## src/hdl/app_pkg.sv

```systemverilog
package app_pkg;
  // Register offsets on the plain register port
  localparam logic [3:0] APP_ADDR_PORT0 = 4'h0;
  localparam logic [3:0] APP_ADDR_PORT1 = 4'h1;
  localparam logic [3:0] APP_ADDR_PORT2 = 4'h2;
  localparam logic [3:0] APP_ADDR_CFG   = 4'h9;
  localparam logic [3:0] APP_ADDR_ISTAT = 4'ha;
  localparam logic [3:0] APP_ADDR_IMASK = 4'hb;
  localparam logic [3:0] APP_ADDR_CTRL  = 4'hc;
  // Configuration register fields
  localparam int APP_CFG_WIDTH_LO = 0;
  localparam int APP_CFG_WIDTH_HI = 1;
  localparam int APP_CFG_DAVAIL   = 2;
  localparam int APP_CFG_LSPACE   = 3;
  localparam int APP_CFG_DAPOL    = 4;
  localparam int APP_CFG_LSPOL    = 5;
  // Width codes
  localparam logic [1:0] APP_W_OFF = 2'h0;
  localparam logic [1:0] APP_W_8   = 2'h1;
  localparam logic [1:0] APP_W_16  = 2'h2;
  localparam logic [1:0] APP_W_24  = 2'h3;
  // Port 2 handshake bit positions
  localparam int APP_P2_LSPACE = 2;
  localparam int APP_P2_DAVAIL = 3;
  localparam int APP_P2_STB    = 4;
  localparam int APP_P2_OE     = 5;
  localparam int APP_P2_CS     = 6;
  // Interrupt status bits
  localparam int APP_IRQ_RD_DONE = 0;
  localparam int APP_IRQ_WR_DONE = 1;
  // Reset values
  localparam logic [7:0] APP_CFG_RST  = 8'h00;
  localparam logic [7:0] APP_GPIO_RST = 8'h00;
endpackage

```

## src/hdl/app_port.sv

```systemverilog
// Implementation choices: the placing of the registers and the strobed register port.
`timescale 1ns/1ns
module app_port
  import app_pkg::*;
(
  input  wire logic        i_mclk,
  input  wire logic        i_rst_n,
  input  wire logic [3:0]  i_addr,
  input  wire logic [7:0]  i_wdata,
  input  wire logic        i_wr,
  input  wire logic        i_rd,
  output logic      [7:0]  o_rdata,
  input  wire logic [7:0]  i_p0,
  input  wire logic [7:0]  i_p1,
  input  wire logic [7:0]  i_p2,
  output logic      [7:0]  o_p0,
  output logic      [7:0]  o_p1,
  output logic      [7:0]  o_p2,
  output logic      [7:0]  o_p0_oe_n,
  output logic      [7:0]  o_p1_oe_n,
  output logic      [7:0]  o_p2_oe_n,
  output logic             o_irq
);

  // ----------------------------------------------------------------
  // Pin synchronisers
  // ----------------------------------------------------------------
  // Pins idle high; the reset value matches so no false strobe follows
  logic [7:0] pin_raw  [3];
  logic [7:0] pin_s1_q [3];
  logic [7:0] pin_s2_q [3];
  logic [7:0] p2_sync;

  assign pin_raw[0] = i_p0;
  assign pin_raw[1] = i_p1;
  assign pin_raw[2] = i_p2;

  genvar s;
  generate
    for (s = 0; s < 3; s++)
    begin : gen_sync
      // Only the second stage is read; the first may still be settling
      always_ff @(posedge i_mclk or negedge i_rst_n)
      begin
        if (!i_rst_n)
        begin
          pin_s1_q[s] <= 8'hff;
          pin_s2_q[s] <= 8'hff;
        end
        else
        begin
          pin_s1_q[s] <= pin_raw[s];
          pin_s2_q[s] <= pin_s1_q[s];
        end
      end
    end
  endgenerate

  assign p2_sync = pin_s2_q[2];

  // ----------------------------------------------------------------
  // Configuration and handshake decode
  // ----------------------------------------------------------------
  logic [7:0] cfg_q;
  logic [7:0] gpio_q [3];
  logic [1:0] width;
  logic       en;
  logic       wr_act, rd_act;
  logic       wr_act_q, rd_act_q;
  logic [2:0] port_used;

  assign width = cfg_q[APP_CFG_WIDTH_HI:APP_CFG_WIDTH_LO];
  assign en    = (width != APP_W_OFF);
  // Bytes in use
  // Handshake bits on port 2 stay handshake even at 24 bits
  always_comb
  begin
    port_used = 3'b000;
    unique case (width)
      APP_W_OFF: port_used = 3'b000;
      APP_W_8:   port_used = 3'b001;
      APP_W_16:  port_used = 3'b011;
      APP_W_24:  port_used = 3'b111;
    endcase
  end

  // Select gates strobes
  // Both ends of a transfer are seen two cycles late, after the synchroniser
  assign wr_act = en && !p2_sync[APP_P2_CS] && !p2_sync[APP_P2_STB];
  assign rd_act = en && !p2_sync[APP_P2_CS] && !p2_sync[APP_P2_OE];

  function automatic logic is_wr(input logic [3:0] a);
    is_wr = i_wr && (i_addr == a);
  endfunction

  function automatic logic is_rd(input logic [3:0] a);
    is_rd = i_rd && (i_addr == a);
  endfunction

  // ----------------------------------------------------------------
  // Configuration register
  // ----------------------------------------------------------------
  // Flag bits are not stored here; they are rebuilt from the pins on read
  always_ff @(posedge i_mclk or negedge i_rst_n)
  begin
    if (!i_rst_n)
      cfg_q <= APP_CFG_RST;
    else if (is_wr(APP_ADDR_CFG))
    begin
      cfg_q[APP_CFG_WIDTH_HI:APP_CFG_WIDTH_LO] <=
        i_wdata[APP_CFG_WIDTH_HI:APP_CFG_WIDTH_LO];
      cfg_q[APP_CFG_DAPOL] <= i_wdata[APP_CFG_DAPOL];
      cfg_q[APP_CFG_LSPOL] <= i_wdata[APP_CFG_LSPOL];
    end
  end

  // ----------------------------------------------------------------
  // Transfer tracking
  // ----------------------------------------------------------------
  // Delayed copies give the release edges that end each transfer
  always_ff @(posedge i_mclk or negedge i_rst_n)
  begin
    if (!i_rst_n)
    begin
      wr_act_q <= 1'b0;
      rd_act_q <= 1'b0;
    end
    else
    begin
      wr_act_q <= wr_act;
      rd_act_q <= rd_act;
    end
  end

  // ----------------------------------------------------------------
  // Output latches and data-avail flag
  // ----------------------------------------------------------------
  logic avail_q, space_q;

  genvar g;
  generate
    for (g = 0; g < 3; g++)
    begin : gen_out
      always_ff @(posedge i_mclk or negedge i_rst_n)
      begin
        if (!i_rst_n)
          gpio_q[g] <= APP_GPIO_RST;
        else if (is_wr(4'(g)))
          gpio_q[g] <= i_wdata;
      end
    end
  endgenerate

  // Internal avail_q is the true "data waiting" state; set wins on overlap
  always_ff @(posedge i_mclk or negedge i_rst_n)
  begin
    if (!i_rst_n)
      avail_q <= 1'b0;
    else if (en && is_wr(APP_ADDR_PORT0))
      avail_q <= 1'b1;
    else if (rd_act)
      avail_q <= 1'b0;
  end

  // ----------------------------------------------------------------
  // Input latches and latch-space flag
  // ----------------------------------------------------------------
  logic [7:0] in_q [3];

  generate
    for (g = 0; g < 3; g++)
    begin : gen_in
      always_ff @(posedge i_mclk or negedge i_rst_n)
      begin
        if (!i_rst_n)
          in_q[g] <= 8'h00;
        else if (wr_act && port_used[g])
          in_q[g] <= pin_s2_q[g];
      end
    end
  endgenerate

  always_ff @(posedge i_mclk or negedge i_rst_n)
  begin
    if (!i_rst_n)
      space_q <= 1'b1;
    else if (en && is_rd(APP_ADDR_PORT0))
      space_q <= 1'b1;
    else if (wr_act)
      space_q <= 1'b0;
  end

  // ----------------------------------------------------------------
  // Handshake pins
  // ----------------------------------------------------------------
  logic avail_pin, space_pin;
  // Pin active high at polarity 0
  assign avail_pin = cfg_q[APP_CFG_DAPOL] ? !avail_q : avail_q;
  assign space_pin = cfg_q[APP_CFG_LSPOL] ? !space_q : space_q;

  logic [7:0] p2_out, p2_oe_n;
  logic [7:0] data_oe_n [3];
  logic       drive;
  // Drive while enable and select low
  assign drive = rd_act;

  // ----------------------------------------------------------------
  // Data pin drive enables
  // ----------------------------------------------------------------
  // Enables lag the pins by the two synchroniser stages, so the far
  // side must leave the data lines alone that long after a read
  generate
    for (g = 0; g < 3; g++)
    begin : gen_drive
      assign data_oe_n[g] = (drive && port_used[g]) ? 8'h00 : 8'hff;
    end
  endgenerate

  // ----------------------------------------------------------------
  // Port 2 pin mux
  // ----------------------------------------------------------------
  // Mode overrides GPIO drive
  always_comb
  begin
    p2_out  = gpio_q[2];
    p2_oe_n = data_oe_n[2];
    if (en)
    begin
      p2_out[APP_P2_LSPACE]  = space_pin;
      p2_out[APP_P2_DAVAIL]  = avail_pin;
      p2_oe_n[APP_P2_LSPACE] = 1'b0;
      p2_oe_n[APP_P2_DAVAIL] = 1'b0;
      p2_oe_n[APP_P2_STB]    = 1'b1;
      p2_oe_n[APP_P2_OE]     = 1'b1;
      p2_oe_n[APP_P2_CS]     = 1'b1;
    end
  end

  // Handshake pins are combinational so they follow polarity changes at once
  assign o_p0      = gpio_q[0];
  assign o_p1      = gpio_q[1];
  assign o_p2      = p2_out;
  assign o_p0_oe_n = data_oe_n[0];
  assign o_p1_oe_n = data_oe_n[1];
  assign o_p2_oe_n = p2_oe_n;

  // ----------------------------------------------------------------
  // Interrupts
  // ----------------------------------------------------------------
  logic [1:0] istat_q, imask_q;
  logic [1:0] ev;
  assign ev = {wr_act_q && !wr_act, rd_act_q && !rd_act};

  logic [1:0] istat_clr;
  assign istat_clr = is_wr(APP_ADDR_ISTAT) ? i_wdata[1:0] : 2'h0;

  // An event in the cycle of its own clear still sets, so none is lost
  always_ff @(posedge i_mclk or negedge i_rst_n)
  begin
    if (!i_rst_n)
      istat_q <= 2'h0;
    else
      istat_q <= (istat_q & ~istat_clr) | ev;
  end

  always_ff @(posedge i_mclk or negedge i_rst_n)
  begin
    if (!i_rst_n)
      imask_q <= 2'h0;
    else if (is_wr(APP_ADDR_IMASK))
      imask_q <= i_wdata[1:0];
  end

  assign o_irq = |(istat_q & imask_q);

  // ----------------------------------------------------------------
  // Read data
  // ----------------------------------------------------------------
  logic [7:0] rdata_d;

  function automatic logic [7:0] port_rd(input int i);
    port_rd = port_used[i] ? in_q[i] : pin_s2_q[i];
  endfunction

  function automatic logic [7:0] cfg_view();
    cfg_view = {2'h0, cfg_q[APP_CFG_LSPOL], cfg_q[APP_CFG_DAPOL],
                !space_pin, !avail_pin, width};
  endfunction

  // Idle cycles return zero so a stale word is never taken for data
  always_comb
  begin
    rdata_d = 8'h00;
    if (i_rd)
    begin
      unique case (i_addr)
        APP_ADDR_PORT0: rdata_d = port_rd(0);
        APP_ADDR_PORT1: rdata_d = port_rd(1);
        APP_ADDR_PORT2: rdata_d = port_rd(2);
        APP_ADDR_CFG:   rdata_d = cfg_view();
        APP_ADDR_ISTAT: rdata_d = {6'h00, istat_q};
        APP_ADDR_IMASK: rdata_d = {6'h00, imask_q};
        default:        rdata_d = 8'h00;
      endcase
    end
  end

  always_ff @(posedge i_mclk or negedge i_rst_n)
  begin
    if (!i_rst_n)
      o_rdata <= 8'h00;
    else
      o_rdata <= rdata_d;
  end

endmodule

```

## config.mk

```make
export PLATFORM = sky130hd
export DESIGN_NAME = app_port
export DESIGN_NICKNAME = d
export VERILOG_FILES = /design/src/hdl/app_pkg.sv /design/src/hdl/app_port.sv
export SDC_FILE = /design/constraint.sdc
export NUM_CORES = 1
export LEC_CHECK = 0
export BUFFER_PORTS_ARGS = -buffer_cell sky130_fd_sc_hd__buf_2
export CAP_MARGIN = 20
export CORE_MARGIN = 8
export CORE_UTILIZATION = 45
export DETAILED_ROUTE_END_ITERATION = 6
export PLACE_DENSITY = 0.67
export SLEW_MARGIN = 25
export SYNTH_ARGS = -nofsm -noshare
export SYNTH_HDL_FRONTEND = slang
export SYNTH_SLANG_ARGS = --single-unit
```

## constraint.sdc

```tcl
create_clock -name i_mclk -period 2.3 [get_ports i_mclk]
set_input_delay 0.23 -clock i_mclk [delete_from_list [all_inputs] [get_ports i_mclk]]
set_output_delay 0.23 -clock i_mclk [all_outputs]
set_load 0.005 [all_outputs]
```

==> reports/summary.txt <==
Final setup violation count: 0
Critical Path RT: 2070 ps
Routed Antenna Nets: 0
Vias/cell: 4.86
Ant diodes: 0
Worst-path fanout max: 12
Critical-path cell list: or2_4, inv_2, or3_4, inv_1, nand2_1, buf_2
Maxcap violations: 0
Crit. End Element: output pin
Setup Skew: 4.97 ps
Wire per inst: 16.3 um
CTS root buffer: clkbuf_8
Leak: 2.69 nW
Worst EP arrival: 1910 ps
Port buffer count: 93
Post-synthesis cell count: 347
Number of synthesized flops with an enable pin: 0
First-pass GRT wire length: 15800 um
CTS max path bufs: 2
CTS buffer count: 17
Die area: 14300 um2
Flip-flop and latch area: 2960 um2
DRC: 0
Clock sink total: 116
CP Class: reg2out
Max-slew headroom: 0.592
Core Footprint: 10700 um2
Multi-input gate area: 1460 um2
Final Critical Period: 2140 ps
Area grow syn2layout: 25.6%
Yosys top cell by area: dfrtp_1
Die W: 120 um
Initial antenna violation count: 1
GRT Total Usage: 0.141
Peak supply drop: 0.514 mV
CTS tree: done
Fraction of registers with async set/reset: 1.00
Drt pass-1 iters: 4
Status: finished clean
Starting Density: 0.453
Hold Vio Cnt, Final: 0
Clock Latency Late Sink: 510 ps
Crit-path slowest cell: or3_4
Final cycle utilization of the critical path: 0.931
RSZ-0062 raised after global routing: false
Syn avg cell area: 13.9 um2
Post-synth top area share: 0.347
Hold WS: 71.0 ps
Design Area, Final: 6070 um2
FF-to-FF setup slack: 440 ps
FILL cells: 866
Share of layout cells above drive strength 1: 0.555
Register area share after synthesis: 0.614
Largest net degree at the start of global routing: 50
CP delay by family, top: simple AND/OR/NAND/NOR gates
Register bit count reported by yosys: 116
Post-Syn Area: 4830 um2
RD Place Congestion: 0.777
Vias in the first global route: 3093
Die height: 120 um
DR vias: 2875
TNS Setup: 0 ps
Slew Limit Fails: 0
Hold crit path type: in2reg
DP Area: 5130 um2
Max Freq: 467 MHz
Post-CTS setup repair buffer count: 0
Area contributors post-synth: dfrtp_1 35%, dfstp_2 27%, mux2_2 14%
Synth Flop Type: dfrtp_1
DR iter-0 viols: 168
CP startpoint kind: flop
Clock H-tree levels: 4
Nets: 479
Detail Placement HPWL: 6630 um
CP bufs+invs: 3
Total global routing overflow: 0
Slew of the pin with the lowest slew margin: 610 ps
Row Count: 38
Synth unique cells: 41
PwrDens: 1020 nW/um2
CP peak stage delay: 400 ps
Clk slew on worst S/H paths: 60 ps
Top Ports: 97
Number of synthesis warnings: 0
Final wirelength: 9630 um
routing by layer:
layer  vias to the layer above  routed length, um  GRT usage
li1                       1365                  -          -
met1                      1425               4320      0.172
met2                        72               4600      0.219
met3                        11                594     0.0592
met4                         2                109     0.0531
met5                         -                  8          0
worst paths after layout:
check	startpoint	endpoint	cells after the start
max in group asynchronous	i_rst_n	space_q	3
worst max register to register	width[1]	in_q[2]	4
worst min register to register	pin_s1_q[11]	pin_s2_q[11]	0
min in group asynchronous	i_rst_n	in_q[22]	2
worst max-delay path	width[0]	o_p1_oe_n[7]	6
worst min-delay path	i_wdata[0]	width[0]	2
placed cells by master, fill, tap and decap left out, drive strengths merged, types with 2 or more instances in the layout:
cell / count
o21a: 10
dfstp: 49
nor3b: 11
dlygate4sd3: 32
inv: 4
nor4b: 2
dfrtp: 67
nor2b: 3
nand2: 10
mux2: 60
a22oi: 5
bufinv: 3
a31oi: 6
conb: 3
nand3: 2
o21ai: 18
buf: 99
a22o: 3
a21oi: 3
clkinvlp: 3
nand4b: 2
nor2: 2
a21boi: 8
clkinv: 7
and3: 8
a41oi: 2
clkbuf: 18
or3: 2
xnor2: 2
Yosys cell counts (2+ instances only):
library cell,instances
clkbuf_1,9
nor3b_1,10
a31oi_1,6
buf_2,4
a22o_1,3
a21boi_0,8
nor2_1,2
a21oi_1,3
dfstp_2,49
nand4b_1,2
buf_4,45
nor2b_1,3
a41oi_1,2
and3_1,8
dfrtp_1,67
nand3_1,2
o21a_1,10
nor4b_4,2
mux2_2,60
xnor2_1,2
nand2_1,7
o21ai_0,17
a22oi_1,5
or3_1,2
inv_1,2
nand2_2,2
per-stage QoR:
step | util | power (mW) | setup WS, ps | cells
after global routing | 0.570 | 6.52 | 26.0 | 592
after detailed placement | 0.482 | 3.58 | 461 | 528
after global placement | 0.482 | 3.53 | 487 | 528
after CTS | 0.569 | 6.28 | 45.9 | 592
after floorplan | - | 3.36 | 421 | 349
final | 0.570 | 6.21 | 159 | 592
state kept, by name (all words and copies together) (netlist names):
signal,cells
p2_sync,8
o_p1,8
cfg_q,2
o_rdata,8
o_p2,6
gpio_q,2
rd_act_q,1
wr_act_q,1
o_p0,8
in_q,24
istat_q,2
pin_s1_q,24
width,2
avail_q,1
pin_s2_q,16
space_q,1
imask_q,2
cells by family after synthesis:
| logic type | count (synthesis) | share of synthesized area |
|---|---|---|
| xor+xnor | 2 | 0.00363 |
| other cells | 1 | 0.000776 |
| simple gates | 47 | 0.0751 |
| compound gates | 58 | 0.0803 |
| mux | 60 | 0.140 |
| buf+inv | 63 | 0.0865 |
| flops | 116 | 0.614 |
worst reg2reg max path, stage by stage (launching register included):
cell	delay (ps)
dfrtp_1	340
buf_4	380
nor3b_4	280
and2_1	360
mux2_2	380
power breakdown:
| part | leakage [nW] | total, mW | switching [mW] | internal [mW] |
|---|---|---|---|---|
| Clock | 0.288 | 2.62 | 0.935 | 1.69 |
| Combinational | 1.05 | 0.992 | 0.445 | 0.547 |
| Sequential | 1.35 | 2.60 | 0.173 | 2.42 |
| Total | 2.69 | 6.21 | 1.55 | 4.66 |
final cells by class:
type | instances | share of cell area
Multi-Input combinational cell | 170 | 0.241
Sequential cell | 116 | 0.489
Inverter | 3 | 0.00186
Clock inverter | 14 | 0.0295
Clock buffer | 18 | 0.0705
Tap cell | 140 | 0.0289
Timing Repair Buffer | 131 | 0.139
what timing repair did:
item / CTS / global route
setup endpoints to repair: 11 / 11
hold endpoints to repair: 64 / 0
gates resized for setup: 1 / 1
hold buffers: 32 / 0
Power figures use the tool's default switching activity.
